===== src/sarc_pkg.sv =====
// Purpose: Shared constants and types for the converter link ends
// Assumes: hclk runs at 100 MHz
// Notes:   Conversion and wake times are kept in ns and turned into cycle counts here
package sarc_pkg;
    // ----------------------------------------
    // Word and timing
    // ----------------------------------------
    localparam int RES_BITS   = 14;
    localparam int CHAIN_DLY  = 14;
    localparam int CLK_NS     = 10;
    localparam int CONV_NS    = 300;
    localparam int WAKE_NS    = 100;
    localparam int CONV_CYC   = (CONV_NS + CLK_NS - 1) / CLK_NS;
    localparam int WAKE_CYC   = (WAKE_NS + CLK_NS - 1) / CLK_NS;
    localparam int SETUP_CYC  = 6;
    localparam int HOLD_CYC   = 6;
    localparam int SETTLE_CYC = 8;
    localparam int SCK_HALF   = 8;
    localparam int WAIT_CYC   = CONV_CYC + WAKE_CYC + 16;
    localparam logic [15:0] CONV_LAST   = 16'(CONV_CYC - 1);
    localparam logic [15:0] WAKE_LAST   = 16'(WAKE_CYC - 1);
    localparam logic [15:0] SETUP_LAST  = 16'(SETUP_CYC - 1);
    localparam logic [15:0] HOLD_LAST   = 16'(HOLD_CYC - 1);
    localparam logic [15:0] SETTLE_LAST = 16'(SETTLE_CYC - 1);
    localparam logic [15:0] HALF_LAST   = 16'(SCK_HALF - 1);
    localparam logic [15:0] WAIT_LAST   = 16'(WAIT_CYC - 1);
    // ----------------------------------------
    // Host register map
    // ----------------------------------------
    localparam logic [7:0] REG_CTRL = 8'h00;
    localparam logic [7:0] REG_STAT = 8'h04;
    localparam logic [7:0] REG_DATA = 8'h08;
    localparam int CTRL_START  = 0;
    localparam int CTRL_CHAIN  = 1;
    localparam int CTRL_FAST   = 2;
    localparam int CTRL_REFPD  = 3;
    localparam int CTRL_REFBUF = 4;
    localparam int CTRL_BUSY   = 5;
    localparam int CTRL_W      = 6;
    localparam int STAT_BUSY   = 0;
    localparam int STAT_VALID  = 1;
    localparam int STAT_DISC   = 2;
    // ----------------------------------------
    // State machines
    // ----------------------------------------
    typedef enum logic [1:0] {
        DS_IDLE = 2'h0, DS_WAKE = 2'h1, DS_CONV = 2'h3
    } sarc_dev_state_e;
    typedef enum logic [2:0] {
        HS_IDLE = 3'h0, HS_SETUP = 3'h1, HS_CONV = 3'h3,
        HS_SETTLE = 3'h2, HS_SHIFT = 3'h6, HS_FINISH = 3'h7
    } sarc_host_state_e;
endpackage


===== src/sarc_if.sv =====
// Purpose: Pins between the converter end and the host end
// Assumes: sck is made by the host and stands still outside frames
// Notes:   Output enable is separate; the bench resolves the wire
interface sarc_if;
    logic convert_start;
    logic sck;
    logic serial_data_in;
    logic serial_data_out;
    logic serial_data_out_oe;
    logic fast_mode;
    logic ref_powerdown;
    logic ref_buffer_input;
    modport dev (
        input  convert_start, sck, serial_data_in,
        input  fast_mode, ref_powerdown, ref_buffer_input,
        output serial_data_out, serial_data_out_oe
    );
    modport host (
        output convert_start, sck, serial_data_in,
        output fast_mode, ref_powerdown, ref_buffer_input,
        input  serial_data_out, serial_data_out_oe
    );
endinterface


===== src/sarc_sync.sv =====
// Purpose: Three-stage pin synchroniser with agreement filter
// Assumes: Inputs are asynchronous levels
// Notes:   Output follows once stages two and three agree
module sarc_sync #(
    parameter int WIDTH = 1
) (
    // Clock and reset
    input  wire logic             clk,
    input  wire logic             rst_n,
    // Levels
    input  wire logic [WIDTH-1:0] d,
    output logic      [WIDTH-1:0] q
);
    logic [WIDTH-1:0] s1_r;
    logic [WIDTH-1:0] s2_r;
    logic [WIDTH-1:0] s3_r;

    always_ff @(posedge clk or negedge rst_n) begin
        if (!rst_n) begin
            s1_r <= '0;
            s2_r <= '0;
            s3_r <= '0;
        end else begin
            s1_r <= d;
            s2_r <= s1_r;
            s3_r <= s2_r;
        end
    end

    for (genvar i = 0; i < WIDTH; i++) begin : g_bit
        always_ff @(posedge clk or negedge rst_n) begin
            if (!rst_n) begin
                q[i] <= 1'b0;
            end else if (s2_r[i] == s3_r[i]) begin
                q[i] <= s3_r[i];
            end
        end
    end
endmodule


===== src/sarc_host.sv =====
// Purpose: Host end: AHB-Lite registers driving convert and readout
// Assumes: Single slave; sck is divided from hclk
// Notes:   Reads only the nearest converter of a chain
module sarc_host (
    // Clock and reset
    input  wire logic        hclk,
    input  wire logic        hresetn,
    // AHB-Lite slave
    input  wire logic        hsel,
    input  wire logic [31:0] haddr,
    input  wire logic [1:0]  htrans,
    input  wire logic        hwrite,
    input  wire logic [2:0]  hsize,
    input  wire logic [31:0] hwdata,
    input  wire logic        hready,
    output logic             hreadyout,
    output logic             hresp,
    output logic      [31:0] hrdata,
    // Link
    sarc_if.host             lnk
);
    import sarc_pkg::*;

    // ----------------------------------------
    // Bus slave
    // ----------------------------------------
    logic                  acc;
    logic                  wr_pend_r;
    logic [7:0]            wr_addr_r;
    logic [CTRL_W-1:0]     ctrl_r;
    logic                  start;
    logic                  valid_r;
    logic                  disc_r;
    logic                  first_pend_r;
    logic [RES_BITS-1:0]   data_r;
    sarc_host_state_e      state_r;
    logic                  fin;
    logic                  data_rd;

    // hsize ignored: only whole words are supported
    assign acc     = hsel & htrans[1] & hready;
    assign start   = wr_pend_r && wr_addr_r == REG_CTRL && hwdata[CTRL_START];
    assign fin     = state_r == HS_FINISH;
    assign data_rd = acc && !hwrite && haddr[7:0] == REG_DATA;

    always_ff @(posedge hclk or negedge hresetn) begin
        if (!hresetn) begin
            hreadyout <= 1'b0;
            hresp     <= 1'b0;
            wr_pend_r <= 1'b0;
            wr_addr_r <= '0;
        end else begin
            hreadyout <= 1'b1;
            hresp     <= 1'b0;
            wr_pend_r <= acc & hwrite;
            wr_addr_r <= haddr[7:0];
        end
    end

    always_ff @(posedge hclk or negedge hresetn) begin
        if (!hresetn) begin
            hrdata <= '0;
        end else if (acc && !hwrite) begin
            if (haddr[7:0] == REG_CTRL) begin
                hrdata <= {{(32-CTRL_W){1'b0}}, ctrl_r};
            end else if (haddr[7:0] == REG_STAT) begin
                hrdata <= {29'h0, disc_r, valid_r, state_r != HS_IDLE};
            end else if (haddr[7:0] == REG_DATA) begin
                hrdata <= {{(32-RES_BITS){1'b0}}, data_r};
            end else begin
                hrdata <= '0;
            end
        end
    end

    always_ff @(posedge hclk or negedge hresetn) begin
        if (!hresetn) begin
            // Buffer input starts high so the pin keeps its reset level
            ctrl_r <= CTRL_W'(1) << CTRL_REFBUF;
        end else if (wr_pend_r && wr_addr_r == REG_CTRL) begin
            ctrl_r <= hwdata[CTRL_W-1:0] & ~(CTRL_W'(1) << CTRL_START);
        end
    end

    // Completion wins over a same-cycle read clear
    always_ff @(posedge hclk or negedge hresetn) begin
        if (!hresetn) begin
            valid_r <= 1'b0;
        end else if (fin) begin
            valid_r <= 1'b1;
        end else if (data_rd) begin
            valid_r <= 1'b0;
        end
    end

    always_ff @(posedge hclk or negedge hresetn) begin
        if (!hresetn) begin
            first_pend_r <= 1'b0;
        end else if (wr_pend_r && wr_addr_r == REG_CTRL
                     && hwdata[CTRL_FAST] && !ctrl_r[CTRL_FAST]) begin
            first_pend_r <= 1'b1;
        end else if (fin) begin
            first_pend_r <= 1'b0;
        end
    end

    // ----------------------------------------
    // Link sequencer
    // ----------------------------------------
    logic                  sdo_q;
    logic [15:0]           tmr_r;
    logic [4:0]            bit_r;
    logic [RES_BITS:0]     shin_r;
    logic                  chain_r;
    logic                  busy_en_r;
    logic [4:0]            last_bit;

    sarc_sync #(
        .WIDTH (1)
    ) u_sync (
        .clk   (hclk),
        .rst_n (hresetn),
        .d     (lnk.serial_data_out),
        .q     (sdo_q)
    );

    assign last_bit = busy_en_r ? 5'(RES_BITS) : 5'(RES_BITS - 1);

    always_ff @(posedge hclk or negedge hresetn) begin
        if (!hresetn) begin
            state_r   <= HS_IDLE;
            tmr_r     <= '0;
            bit_r     <= '0;
            shin_r    <= '0;
            chain_r   <= 1'b0;
            busy_en_r <= 1'b0;
            lnk.convert_start  <= 1'b0;
            lnk.serial_data_in <= 1'b1;
            lnk.sck            <= 1'b0;
        end else begin
            tmr_r <= tmr_r + 16'h0001;
            case (state_r)
                HS_IDLE: begin
                    tmr_r <= '0;
                    if (start) begin
                        chain_r   <= hwdata[CTRL_CHAIN];
                        busy_en_r <= ~hwdata[CTRL_CHAIN] & hwdata[CTRL_BUSY];
                        lnk.serial_data_in <= ~hwdata[CTRL_CHAIN];
                        state_r   <= HS_SETUP;
                    end
                end
                HS_SETUP: begin
                    if (tmr_r == SETUP_LAST) begin
                        lnk.convert_start <= 1'b1;
                        tmr_r   <= '0;
                        state_r <= HS_CONV;
                    end
                end
                HS_CONV: begin
                    if (tmr_r == HOLD_LAST && busy_en_r) begin
                        lnk.serial_data_in <= 1'b0;
                    end
                    if (tmr_r == WAIT_LAST) begin
                        lnk.convert_start  <= chain_r;
                        lnk.serial_data_in <= ~busy_en_r & ~chain_r;
                        tmr_r   <= '0;
                        state_r <= HS_SETTLE;
                    end
                end
                HS_SETTLE: begin
                    if (tmr_r == SETTLE_LAST) begin
                        tmr_r   <= '0;
                        bit_r   <= '0;
                        state_r <= HS_SHIFT;
                    end
                end
                HS_SHIFT: begin
                    if (tmr_r == HALF_LAST) begin
                        tmr_r <= '0;
                        if (!lnk.sck) begin
                            shin_r  <= {shin_r[RES_BITS-1:0], sdo_q};
                            lnk.sck <= 1'b1;
                        end else begin
                            lnk.sck <= 1'b0;
                            bit_r   <= bit_r + 5'h01;
                            if (bit_r == last_bit) begin
                                state_r <= HS_FINISH;
                            end
                        end
                    end
                end
                HS_FINISH: begin
                    lnk.convert_start  <= 1'b0;
                    lnk.serial_data_in <= 1'b1;
                    state_r <= HS_IDLE;
                end
                default: begin
                    state_r <= HS_IDLE;
                end
            endcase
        end
    end

    always_ff @(posedge hclk or negedge hresetn) begin
        if (!hresetn) begin
            data_r <= '0;
            disc_r <= 1'b0;
        end else if (fin) begin
            data_r <= shin_r[RES_BITS-1:0];
            disc_r <= first_pend_r;
        end
    end

    always_ff @(posedge hclk or negedge hresetn) begin
        if (!hresetn) begin
            lnk.fast_mode        <= 1'b0;
            lnk.ref_powerdown    <= 1'b0;
            lnk.ref_buffer_input <= 1'b1;
        end else begin
            lnk.fast_mode        <= ctrl_r[CTRL_FAST];
            lnk.ref_powerdown    <= ctrl_r[CTRL_REFPD];
            lnk.ref_buffer_input <= ctrl_r[CTRL_REFBUF];
        end
    end
endmodule


===== src/flat_wrapper.sv =====
// flat-port wrapper written by rule: the top's interface ports become plain ports
module sarc_host_flat import sarc_pkg::*;
  (hclk, hresetn, hsel, haddr, htrans, hwrite, hsize, hwdata, hready, hreadyout, hresp, hrdata, lnk_convert_start, lnk_sck, lnk_serial_data_in, lnk_fast_mode, lnk_ref_powerdown, lnk_ref_buffer_input, lnk_serial_data_out, lnk_serial_data_out_oe);
  sarc_if lnk_i ();
  input  wire logic hclk;
  input  wire logic hresetn;
  input  wire logic hsel;
  input  wire logic [31:0] haddr;
  input  wire logic [1:0] htrans;
  input  wire logic hwrite;
  input  wire logic [2:0] hsize;
  input  wire logic [31:0] hwdata;
  input  wire logic hready;
  output logic hreadyout;
  output logic hresp;
  output logic      [31:0] hrdata;
  output wire logic [$bits(lnk_i.convert_start)-1:0] lnk_convert_start;
  output wire logic [$bits(lnk_i.sck)-1:0] lnk_sck;
  output wire logic [$bits(lnk_i.serial_data_in)-1:0] lnk_serial_data_in;
  output wire logic [$bits(lnk_i.fast_mode)-1:0] lnk_fast_mode;
  output wire logic [$bits(lnk_i.ref_powerdown)-1:0] lnk_ref_powerdown;
  output wire logic [$bits(lnk_i.ref_buffer_input)-1:0] lnk_ref_buffer_input;
  input wire logic [$bits(lnk_i.serial_data_out)-1:0] lnk_serial_data_out;
  input wire logic [$bits(lnk_i.serial_data_out_oe)-1:0] lnk_serial_data_out_oe;
  assign lnk_convert_start = lnk_i.convert_start;
  assign lnk_sck = lnk_i.sck;
  assign lnk_serial_data_in = lnk_i.serial_data_in;
  assign lnk_fast_mode = lnk_i.fast_mode;
  assign lnk_ref_powerdown = lnk_i.ref_powerdown;
  assign lnk_ref_buffer_input = lnk_i.ref_buffer_input;
  assign lnk_i.serial_data_out = lnk_serial_data_out;
  assign lnk_i.serial_data_out_oe = lnk_serial_data_out_oe;
  sarc_host u_core (.hclk(hclk), .hresetn(hresetn), .hsel(hsel), .haddr(haddr), .htrans(htrans), .hwrite(hwrite), .hsize(hsize), .hwdata(hwdata), .hready(hready), .hreadyout(hreadyout), .hresp(hresp), .hrdata(hrdata), .lnk(lnk_i));
endmodule

===== config.mk =====
export PLATFORM = sky130hd
export DESIGN_NAME = sarc_host_flat
export DESIGN_NICKNAME = d
export VERILOG_FILES = /design/src/sarc_pkg.sv /design/src/sarc_if.sv /design/src/sarc_sync.sv /design/src/sarc_host.sv /design/src/flat_wrapper.sv
export SDC_FILE = /design/constraint.sdc
export NUM_CORES = 1
export LEC_CHECK = 0
export ABC_CLOCK_PERIOD_IN_PS = 5000
export BUFFER_PORTS_ARGS = -buffer_cell sky130_fd_sc_hd__buf_4
export CAP_MARGIN = 30
export CORE_ASPECT_RATIO = 0.5
export CORE_MARGIN = 10
export CORE_UTILIZATION = 56
export CTS_BUF_LIST = sky130_fd_sc_hd__clkbuf_16
export CTS_CLUSTER_DIAMETER = 60
export DETAILED_ROUTE_END_ITERATION = 10
export GPL_ROUTABILITY_DRIVEN = 0
export HOLD_SLACK_MARGIN = 0.03
export PLACE_DENSITY = 0.93
export SYNTH_ARGS = -nofsm -noshare
export SYNTH_HDL_FRONTEND = slang
export SYNTH_SLANG_ARGS = --single-unit
export TNS_END_PERCENT = 30

===== constraint.sdc =====
create_clock -name hclk -period 5 [get_ports hclk]
set_input_delay 0.5 -clock hclk [delete_from_list [all_inputs] [get_ports hclk]]
set_output_delay 0.5 -clock hclk [all_outputs]
set_load 0.005 [all_outputs]

Yosys cells after proc, flatten, opt, wreduce, memory -nomap -nowiden
Index checks and enable logic that the tools add are counted.
{"block": "word_totals", "regBits": 114, "in_bits": 76}
{"block": "op_classes", "add_sub_neg": 2, "eq_ne": 20, "n_mux": 32, "n_bitwise": 9, "reduce_logical": 26}
{"operator": "one-hot mux 16 bit (4 select lines)", "count": 1}
{"operator": "two-way mux 16 bit", "count": 3}
{"operator": "two-way mux 14 bit", "count": 3}
{"operator": "equality test 16 x 3 -> 1 bit, second input constant", "count": 2}
{"operator": "two-way mux 3 bit", "count": 7}
{"operator": "adder 16 x 1 -> 16 bit, second input constant", "count": 1}
{"operator": "equality test 16 x 6 -> 1 bit, second input constant", "count": 1}
{"operator": "logical NOT 8 bit", "count": 2}
{"operator": "two-way mux 5 bit", "count": 3}
{"operator": "one-hot mux 3 bit (5 select lines)", "count": 1}
{"operator": "inequality test 2 x 1 -> 1 bit, second input constant", "count": 7}
{"operator": "two-way mux 1 bit", "count": 10}
{"operator": "one-hot mux 5 bit (2 select lines)", "count": 1}
{"operator": "AND reduction 3 bit", "count": 3}
{"operator": "nonzero test 3 bit", "count": 3}
{"operator": "equality test 8 x 3 -> 1 bit, second input constant", "count": 1}
{"operator": "equality test 8 x 4 -> 1 bit, second input constant", "count": 1}
{"operator": "logical AND 1 bit", "count": 7}
{"operator": "AND reduction 7 bit", "count": 1}
{"operator": "equality test 3 x 2 -> 1 bit, second input constant", "count": 2}
{"operator": "equality test 3 bit, second input constant", "count": 2}
{"operator": "one-hot mux 1 bit (3 select lines)", "count": 2}
{"operator": "nonzero test 2 bit", "count": 3}
{"operator": "adder 5 x 1 -> 5 bit, second input constant", "count": 1}
{"operator": "12 further kinds", "count": 21}

Logic depth before layout (Yosys ltp)
Gate-level depths: netlist of the first run.
{"block": "depth", "depth_word": 6, "mapped_depth": 8, "ltp_nobuf": 6}

Modules after synthesis
Synthesis of the first run repeated with hierarchy kept, for this count alone.
{"block": "unflattened", "hier_cells": 357, "area_unflattened_um2": 4332.9}
{"mod": "sarc_host", "instances": 1, "cells_each": 352, "area_per_inst_um2": 4221.5, "seq_area_each_um2": 2306.0}
{"mod": "sarc_sync", "instances": 1, "cells_each": 5, "area_per_inst_um2": 111.4, "seq_area_each_um2": 100.1}

Worst setup path after synthesis of the first run
OpenSTA, ideal clock, no wires.
{"block": "synth_timing", "path_type": "register -> register", "from": "register u_core.tmr_r[0]", "to": "register u_core.shin_r[0]", "setup_time_ps": 125, "t_arrival_ps": 2029, "t_required_ps": 4875, "setup_slack_ps": 2846, "stages_incl_launch_ff": 9, "period_less_slack_ps": 2154, "path_cell_list": "dfrtp_1 > ha_1 > or3b_4 > nor3_4 > nand3_2 > nor2b_1 > buf_4 > buf_6 > mux2_2"}
{"block": "synth_via", "elab_chain_cells": 2}
{"item": "start, declared", "line": "sarc_host.sv:111", "source": "logic [15:0] tmr_r;"}
{"item": "start signal, assigned", "line": "sarc_host.sv:141", "source": "tmr_r <= tmr_r + 16'h0001;"}
{"item": "equality test 16 x 3 -> 1 bit", "line": "sarc_host.sv:178", "source": "if (tmr_r == HALF_LAST) begin"}
{"item": "AND reduction 3 bit (no line)"}
{"item": "end signal, assigned", "line": "sarc_host.sv:181", "source": "shin_r <= {shin_r[RES_BITS-1:0], sdo_q};"}
{"item": "end, declared", "line": "sarc_host.sv:113", "source": "logic [RES_BITS:0] shin_r;"}
Every way passes these cells.
A chain may end at the register's enable or synchronous reset.

Worst setup path after layout of the first run
{"block": "layout_timing", "from": "register u_core.tmr_r[0]", "to": "register u_core.shin_r[10]"}
The elaborated chain is that of the path after synthesis.

==> run_results.csv, run 1 <==
group,metric,value,unit
cts,worstSkewPairLatency,0.35,ns
timing,setup_tns,0,ns
finish,register_area,2410,sq um
worst_setup_path,start_kind,"flip-flop",
min_path,worstHoldPathType,"input port to async pin",
pwr,power_per_cell_area,310,nW/um^2
logic_synthesis,yosysSeqAreaShare,0.572,
global_routing,grt_max_degree,55,
worst_setup_path,r2r_end,"u_core.shin_r[10]$_DFFE_PN0P_",
timing,hold_viol_final,0,
logic_synthesis,syn-cell-area,4200,sq um
finish,final_core_util,0.653,
worst_setup_path,cp.required,5.23,ns
finish,final_cell_mix,"dfrtp_1, buf_4, nand2_1",
detailed_routing,drc_errors,0,
finish,fillCellCount,522,
detailed_routing,drt_iter0_markers,151,
worst_setup_path,reg2reg_depth,7,
logic_synthesis,yosys_warnings,0,
worst_setup_path,endpoint_kind,"flip-flop",
job,maxCapViolCount,0,
cts,post-cts-setup-buffers,0,
finish,multi_input_area,1620,sq um
floorplan,die_w,143,microns
timing,fmax,391,MHz
detailed_routing,via_count,2735,
timing,layout_min_cycle_time,2.56,ns
global_routing,grt_overflow_total,0,
global_routing,grt_antenna_before_repair,0,
finish,area_growth,13.8,%
logic_synthesis,async_flop_share,1.00,
worst_setup_path,critPathMaxFanout,12,
cts,htreeDepth,3,
timing,worstMarginPinSlew,0.889,ns
timing,finClkSkew,0.00912,ns
timing,min_period_over_period,0.511,
timing,setup_violations,0,
pwr,vdd_drop_max,0.000193,V
floorplan,fp.coreArea,7320,sq um
logic_synthesis,syn_avg_cell_area,11.6,sq um
detailed_routing,post_drt_wl_per_cell,17.1,microns
floorplan,io_pins,116,
cts,cts_tree,"built",
cts,clockBufferDepth,2,
cts,cts_buffers,9,
cts,postCtsHoldBufs,0,
worst_setup_path,r2r_setup_slack,2.44,ns
cts,cts.sinks,96,
finish,num_antenna_cells,0,
status,outcome,"complete, no violations",
timing,rsz0062_at_grt,"no",
placement,placedCellCount,487,
logic_synthesis,yosysUniqueCellTypes,47,
floorplan,fp-row-count,22,
finish,nets,481,
timing,report.final.slew_viol_count,0,
finish,fin_area,4780,sq um
finish,final_common_cell,"dfrtp_1",
global_routing,grt_usage,0.157,
detailed_routing,vias_per_cell,5.44,
cts,cts_resized,0,
pwr,p_leak,2.31,nW
floorplan,start_util,0.574,
timing,timing.slew.headroom,0.406,
detailed_routing,drtPass1Iterations,4,
placement,place_area,4510,sq um
global_routing,grt_first_pass_wirelength,14500,microns
floorplan,fp.dieH,81.3,microns
cts,path_clk_slew,0.07,ns
logic_synthesis,synth-seq-cells,96,
placement,place_hpwl,5790,microns
floorplan,dieArea,11600,sq um
worst_setup_path,crit_type,"flip-flop to flip-flop",
detailed_routing,ant_nets,0,
finish,final_cells,503,
logic_synthesis,synth_edf_count,0,
timing,holdWs,0.187,ns
global_routing,grt_pass1_vias,2875,
worst_setup_path,r2r-start,"u_core.tmr_r[0]$_DFF_PN0_",
placement,port_buffers,41,
logic_synthesis,synth_cells,361,
finish,drive_gt1_frac,0.256,
cts,cts-root-buf,"clkbuf_16",
logic_synthesis,ys.flop_type,"dfrtp_1",
detailed_routing,wl,8600,microns
worst_setup_path,cp.arrival,2.79,ns
[how the worst max path moves through the flow]
| stage | startpoint | end | slack (ns) | depth (start not counted) |
|---|---|---|---|---|
| 5_1_grt | u_core.tmr_r[0]$_DFF_PN0_ | u_core.shin_r[4]$_DFFE_PN0P_ | 2.27 | 7 |
| 3_5_place_dp | hwrite | u_core.valid_r$_DFFE_PN0P_ | 2.24 | 6 |
| 2_1_floorplan | u_core.tmr_r[0]$_DFF_PN0_ | u_core.shin_r[0]$_DFFE_PN0P_ | 2.85 | 8 |
| 4_1_cts | u_core.tmr_r[0]$_DFF_PN0_ | u_core.shin_r[10]$_DFFE_PN0P_ | 2.45 | 7 |
| 6_report | u_core.tmr_r[0]$_DFF_PN0_ | u_core.shin_r[10]$_DFFE_PN0P_ | 2.44 | 7 |
| 3_3_place_gp | u_core.tmr_r[0]$_DFF_PN0_ | u_core.shin_r[6]$_DFFE_PN0P_ | 2.13 | 6 |
[final cells by class]
class,instances,share of cell area
Sequential cell,96,0.503
Multi-Input combinational cell,243,0.339
Timing Repair Buffer,43,0.0675
Clock buffer,9,0.0471
Tap cell,96,0.0251
Clock inverter,7,0.0112
Inverter,9,0.00706
[synthesized netlist by cell type (all sizes together), types with 2 or more instances]
cell | count | area share
o21ai | 16 | 0.019
or3 | 3 | 0.0045
or4 | 3 | 0.0063
a21o | 2 | 0.0036
buf | 23 | 0.042
conb | 2 | 0.0018
a22o | 12 | 0.025
inv | 9 | 0.0080
nor2 | 34 | 0.034
nand3 | 11 | 0.014
clkbuf | 8 | 0.0071
or2 | 5 | 0.0080
nor4 | 3 | 0.0045
nand4b | 2 | 0.0042
dfrtp | 93 | 0.55
nor3 | 5 | 0.0086
a21oi | 8 | 0.0095
mux2 | 30 | 0.080
and3 | 5 | 0.0074
dfstp | 3 | 0.019
xor2 | 5 | 0.010
nor2b | 4 | 0.0060
xnor2 | 10 | 0.021
mux2i | 7 | 0.017
and4b | 2 | 0.0048
nand4 | 7 | 0.010
ha | 3 | 0.0089
nand2 | 34 | 0.030
[critical path, cell delays in order (launching register included)]
cell     delay (ns)
dfrtp_1        0.42
ha_1           0.24
or3b_4         0.43
nor3_4         0.25
nand3_2        0.19
nor2b_1        0.29
buf_4          0.27
mux2_2         0.36
[report_power, final]
group          switching [W]  leakage (nW)  internal (W)
sequential        0.00000407          1.23      0.000785
clock               0.000306         0.134      0.000342
combinational      0.0000306         0.946     0.0000173
total               0.000341          2.31       0.00114
[sequential cells by signal (all words and copies together) (netlist names), 3 cells and up]
| signal | count |
|---|---|
| u_core.tmr_r | 16 |
| u_core.data_r | 14 |
| u_core.hrdata | 14 |
| u_core.shin_r | 14 |
| u_core.wr_addr_r | 8 |
| u_core.bit_r | 5 |
| u_core.ctrl_r | 5 |
| u_core.state_r | 3 |
[stage by stage]
stage / setup WS (ns) / power [W]
after floorplan: 2.85 / 0.000827
after global placement: 2.13 / 0.000850
after detailed placement: 2.24 / 0.000851
after CTS: 2.45 / 0.00150
after global routing: 2.27 / 0.00154
final: 2.44 / 0.00149
[per-layer routing]
layer / GRT usage / part of all wire / routed length [microns]
met4: 0.0613 / 0.017 / 150
met3: 0.0442 / 0.058 / 497
met2: 0.279 / 0.52 / 4480
met1: 0.181 / 0.40 / 3470
met5: 0 / 0 / 0
[cell families (layout without fill, tap and decap cells)]
kind of cell,count (synthesis),count (layout),synth area share
mux,37,37,0.0971
other cells,2,20,0.00179
xor+xnor,15,15,0.0313
fa+ha+maj,4,4,0.0113
simple gates,124,124,0.157
buf+inv,40,68,0.0575
flops,96,96,0.572
compound gates,43,43,0.0715
(Power assumes the default switching activity.)
==> inputs of run 2 (changes only) <==
- ABC_CLOCK_PERIOD_IN_PS: 5000 -> 2200
- CORE_UTILIZATION: 56 -> 47
- PLACE_DENSITY: 0.93 -> 0.84
- clock period: 5 -> 2.2 ns (I/O delays scaled with it)
==> run 2 against run 1 <==
Via count is 2.0% higher. Clock skew increased by 0.0027 ns. Register-to-register slack got worse by 2.4 ns. Largest power group unchanged.
==> run_results.csv, run 2 (synthesis results as in run 1) <==
group,metric,value,unit
detailed_routing,vias_per_cell,5.11,
finish,area_growth,20.1,%
global_routing,grt_usage,0.130,
floorplan,die_w,154,microns
worst_setup_path,endpoint_kind,"flip-flop",
worst_setup_path,critPathMaxFanout,9,
finish,num_antenna_cells,0,
timing,setup_tns,0,ns
cts,cts_tree,"built",
worst_setup_path,cp.arrival,2.40,ns
global_routing,grt_max_degree,45,
cts,htreeDepth,3,
worst_setup_path,endpoint,"u_core.hrdata[7]$_DFFE_PN0P_",
detailed_routing,via_count,2791,
finish,final_cell_mix,"dfrtp_1, buf_4, nand2_1",
finish,drive_gt1_frac,0.273,
timing,fmax,470,MHz
pwr,power_per_cell_area,691,nW/um^2
detailed_routing,drc_errors,0,
placement,placedCellCount,521,
finish,largest_reg_flops,16,
worst_setup_path,crit_type,"input port to flip-flop",
worst_setup_path,cp-startpoint,"haddr[4]",
placement,place_hpwl,5890,microns
timing,worstMarginPinSlew,0.574,ns
timing,timing.slew.headroom,0.617,
pwr,vdd_drop_max,0.000410,V
cts,cts_buffers,9,
worst_setup_path,r2r_end,"u_core.tmr_r[14]$_DFF_PN0_",
timing,finClkSkew,0.0119,ns
cts,cts.sinks,96,
cts,path_clk_slew,0.07,ns
floorplan,io_pins,116,
worst_setup_path,cp.required,2.48,ns
timing,rsz0062_at_grt,"no",
finish,top_register,"u_core.tmr_r",
detailed_routing,wl,8520,microns
detailed_routing,drt_iter0_markers,176,
finish,final_common_cell,"dfrtp_1",
finish,multi_input_area,1630,sq um
floorplan,fp-row-count,24,
floorplan,fp.dieH,86.9,microns
finish,fillCellCount,693,
cts,cts-root-buf,"clkbuf_16",
global_routing,grt_antenna_before_repair,0,
timing,hold_viol_final,0,
job,maxCapViolCount,0,
detailed_routing,post_drt_wl_per_cell,15.6,microns
worst_setup_path,r2r_setup_slack,0.09,ns
finish,nets,503,
detailed_routing,drtPass1Iterations,5,
floorplan,dieArea,13400,sq um
timing,setup_slack,0.0712,ns
status,outcome,"complete, no violations",
global_routing,grt_pass1_vias,2928,
worst_setup_path,start_kind,"input port",
worst_setup_path,reg2reg_depth,7,
detailed_routing,ant_nets,0,
floorplan,start_util,0.483,
placement,port_buffers,41,
global_routing,grt_first_pass_wirelength,14200,microns
timing,min_period_over_period,0.968,
finish,final_cells,546,
floorplan,fp.coreArea,8710,sq um
worst_setup_path,r2r-start,"u_core.tmr_r[1]$_DFF_PN0_",
cts,clockBufferDepth,2,
finish,register_area,2410,sq um
min_path,worstHoldPathType,"input port to flip-flop",
timing,layout_min_cycle_time,2.13,ns
timing,report.final.slew_viol_count,0,
cts,worstSkewPairLatency,0.35,ns
placement,place_ws,0.0782,ns
timing,setup_violations,0,
pwr,p_leak,2.42,nW
global_routing,grt_overflow_total,0,
-- run 2: changes by cell type in the layout (fill, tap and decap cells not counted), sizes merged --
cell and delta:
bufinv +1, buf +13, clkinv -1, dlygate4sd3 +9
-- run 2: final cells by class --
| type | instances | area share |
|---|---|---|
| well taps | 117 | 0.0290 |
| inverters | 9 | 0.00669 |
| repair buffers | 65 | 0.107 |
| flip-flops and latches | 96 | 0.477 |
| multi-input cells | 243 | 0.322 |
| clock buffers | 9 | 0.0446 |
| clock inverters | 7 | 0.0141 |
-- run 2: timing repair --
item	in CTS	in global routing
endpoints found under the hold margin	50	0
setup buffers	0	0
setup endpoints to repair	0	14
resized for setup	0	2
hold buffers	9	0
-- run 2: how the worst min path moves through the flow --
stage / from / end / cells past startpoint
final: hwdata[3] / u_core.ctrl_r[3]$_DFFE_PN0N_ / 3
after global routing: hwdata[4] / u_core.ctrl_r[4]$_DFFE_PN1N_ / 3
after CTS: hwdata[3] / u_core.ctrl_r[3]$_DFFE_PN0N_ / 3
after detailed placement: hresetn / u_core.tmr_r[0]$_DFF_PN0_ / 1
after global placement: hresetn / u_core.tmr_r[1]$_DFF_PN0_ / 1
after floorplan: hresetn / u_core.bit_r[0]$_DFFE_PN0P_ / 0
-- run 2: power breakdown --
part / total, W / internal, W / switching, W / leakage [nW]
logic: 0.000128 / 0.0000542 / 0.0000740 / 1.05
registers: 0.00179 / 0.00178 / 0.00000934 / 1.23
clock network: 0.00157 / 0.000883 / 0.000684 / 0.144
total: 0.00349 / 0.00272 / 0.000767 / 2.42
-- run 2: per-layer routing --
metal	track usage	share of wire	up-vias
met5	0	0	-
met4	0.0307	0.0086	0
met3	0.0528	0.059	7
met2	0.219	0.49	58
met1	0.153	0.44	1385
li1	-	-	1341
-- run 2: critical path, stage by stage --
cell and delay [ns]:
dlygate4sd3_1 0.54, buf_4 0.14, or4_1 0.41, or4_4 0.46, or2_4 0.29, nor2_8 0.17
a22o_1 0.18
-- run 2: stage by stage --
stage	hold WS, ns	util	cell area, sq um	total power [W]
5_1_grt	0.0674	0.580	5050	0.00361
3_5_place_dp	0.251	0.534	4650	0.00194
4_1_cts	0.0621	0.579	5040	0.00353
2_1_floorplan	-0.0756	-	4270	0.00188
3_3_place_gp	0.249	0.534	4650	0.00194
6_report	0.0762	0.580	5050	0.00349
==> inputs of run 3 (changes only) <==
- CELL_PAD_IN_SITES_DETAIL_PLACEMENT: default -> 0
- CELL_PAD_IN_SITES_GLOBAL_PLACEMENT: default -> 2
- CORE_UTILIZATION: 47 -> 30
==> run 3 against run 2 <==
First-iteration DRC count shrank 6.3%. Routed wire length grew 1.7%. Setup slack improved by 0.0083 ns. Sequential power barely moved. Combinational power barely moved. Total power decreased by 1.4%. Flip-flop and latch count unchanged. Design area rose by 2.0%. Cell count increased by 14%. Maximum frequency rose by 0.39%. Critical path type unchanged. Largest power group unchanged.
==> run_results.csv, run 3 (synthesis results as in run 1) <==
group,metric,value,unit
pwr,pwr-share-seq,0.521,
cts,clockBufferDepth,2,
global_routing,grt_first_pass_wirelength,14600,microns
worst_setup_path,cp.arrival,2.41,ns
finish,largest_reg_flops,16,
detailed_routing,vias_per_cell,4.47,
pwr,p_switching,0.000810,W
detailed_routing,drt_iter0_markers,165,
global_routing,grt_usage,0.0901,
timing,min_period_over_period,0.964,
pwr,power_frac_clock,0.442,
worst_setup_path,crit_type,"input port to flip-flop",
status,outcome,"complete, no violations",
global_routing,grt_antenna_before_repair,0,
timing,layout_min_cycle_time,2.12,ns
timing,rsz0062_at_grt,"no",
timing,holdWs,0.0641,ns
timing,setup_violations,0,
detailed_routing,via_count,2773,
placement,place_hpwl,6030,microns
timing,report.final.slew_viol_count,0,
cts,cts-root-buf,"clkbuf_16",
floorplan,start_util,0.308,
pwr,p_int,0.00263,W
finish,drive_gt1_frac,0.275,
global_routing,grt_max_degree,55,
cts,post-cts-setup-buffers,0,
finish,nets,503,
min_path,worstHoldPathType,"input port to flip-flop",
timing,finClkSkew,0.0103,ns
timing,hold_viol_final,0,
pwr,total_power,0.00344,W
placement,port_buffers,41,
floorplan,dieArea,19400,sq um
global_routing,grt_overflow_total,0,
pwr,switching_share,0.236,
timing,setup_tns,0,ns
floorplan,fp.dieH,104,microns
detailed_routing,post_drt_wl_per_cell,13.9,microns
cts,cts.sinks,96,
detailed_routing,wl,8660,microns
worst_setup_path,critPathMaxFanout,5,
finish,num_antenna_cells,0,
finish,final_core_util,0.378,
global_routing,grt_pass1_vias,2939,
floorplan,io_pins,116,
detailed_routing,drtPass1Iterations,4,
cts,path_clk_slew,0.07,ns
timing,fmax,472,MHz
pwr,vdd_drop_max,0.000399,V
floorplan,die_w,187,microns
worst_setup_path,endpoint_kind,"flip-flop",
pwr,power_frac_comb,0.037,
cts,worstSkewPairLatency,0.35,ns
finish,final_common_cell,"dfrtp_1",
job,maxCapViolCount,0,
worst_setup_path,cp.required,2.49,ns
pwr,power_per_cell_area,668,nW/um^2
finish,area_growth,22.4,%
detailed_routing,ant_nets,0,
pwr,p_leak,2.43,nW
floorplan,fp.coreArea,13600,sq um
cts,cts_tree,"built",
cts,htreeDepth,3,
finish,top_register,"u_core.tmr_r",
floorplan,fp-row-count,30,
detailed_routing,drc_errors,0,
finish,final_cell_mix,"dfrtp_1, buf_4, nand2_1",
worst_setup_path,start_kind,"input port",
cts,cts_buffers,9,
finish,fillCellCount,1333,
[run 3: cell count changes in the layout (fill, tap and decap cells not counted), sizes merged]
cell,previous run,this run
nor2,34,35
inv,12,14
dlygate4sd3,9,7
buf,56,55
dlymetal6s4s,0,2
bufinv,1,0
clkinvlp,2,1
[run 3: layout make-up]
cell class                      count  area, sq um  share of cell area
Clock inverter                      7         60.1              0.0117
Inverter                            9         33.8             0.00656
Sequential cell                    96         2410               0.468
Multi-Input combinational cell    244         1640               0.319
Tap cell                          192          240              0.0467
Clock buffer                        9          225              0.0438
Timing Repair Buffer               64          537               0.104
[run 3: worst paths after layout]
check,from,end,slack [ns],depth (start not counted)
worst max-delay path,haddr[4],u_core.hrdata[8]$_DFFE_PN0P_,0.08,6
worst min-delay path,hwdata[4],u_core.ctrl_r[4]$_DFFE_PN1N_,0.06,3
worst max register to register,u_core.tmr_r[0]$_DFF_PN0_,u_core.shin_r[13]$_DFFE_PN0P_,0.13,7
worst min register to register,u_core.u_sync.s1_r$_DFF_PN0_,u_core.u_sync.s2_r$_DFF_PN0_,0.35,0
max in group asynchronous,hresetn,u_core.ctrl_r[4]$_DFFE_PN1N_,1.28,3
min in group asynchronous,hresetn,u_core.tmr_r[1]$_DFF_PN0_,0.24,2
[run 3: per-stage QoR]
step | instance area [sq um] | std cells | setup WS, ns
after floorplan | 4270 | 379 | 0.0463
after global placement | 4760 | 597 | 0.0935
after detailed placement | 4760 | 597 | 0.0896
after CTS | 5130 | 622 | 0.00548
after global routing | 5150 | 621 | 0.0124
final | 5150 | 621 | 0.0795
[run 3: metal layers]
layer | global-route usage | vias up | part of all wire
met5 | 0 | - | 0
met4 | 0.0318 | 0 | 0.014
met3 | 0.0291 | 9 | 0.039
met2 | 0.142 | 55 | 0.47
met1 | 0.113 | 1369 | 0.48
li1 | - | 1340 | -
[run 3: power groups by stage]
stage	logic [W]	clock network [W]	registers, W
after detailed placement	0.000117	0	0.00183
after global routing	0.000145	0.00165	0.00179
after global placement	0.000115	0	0.00183
after CTS	0.000130	0.00157	0.00179
final	0.000127	0.00152	0.00179
after floorplan	0.0000549	0	0.00182
[run 3: critical path: stages]
cell and delay (ns):
dlygate4sd3_1 0.56, or4_4 0.41, or4_4 0.55, or2_4 0.33, nor2_8 0.18, a22o_1 0.15
[run 3: repair_timing]
action	4_1_cts	5_1_grt
endpoints found under the hold margin	68	0
hold buffers	9	0
endpoints found under the setup margin	0	23
resized for setup	0	6
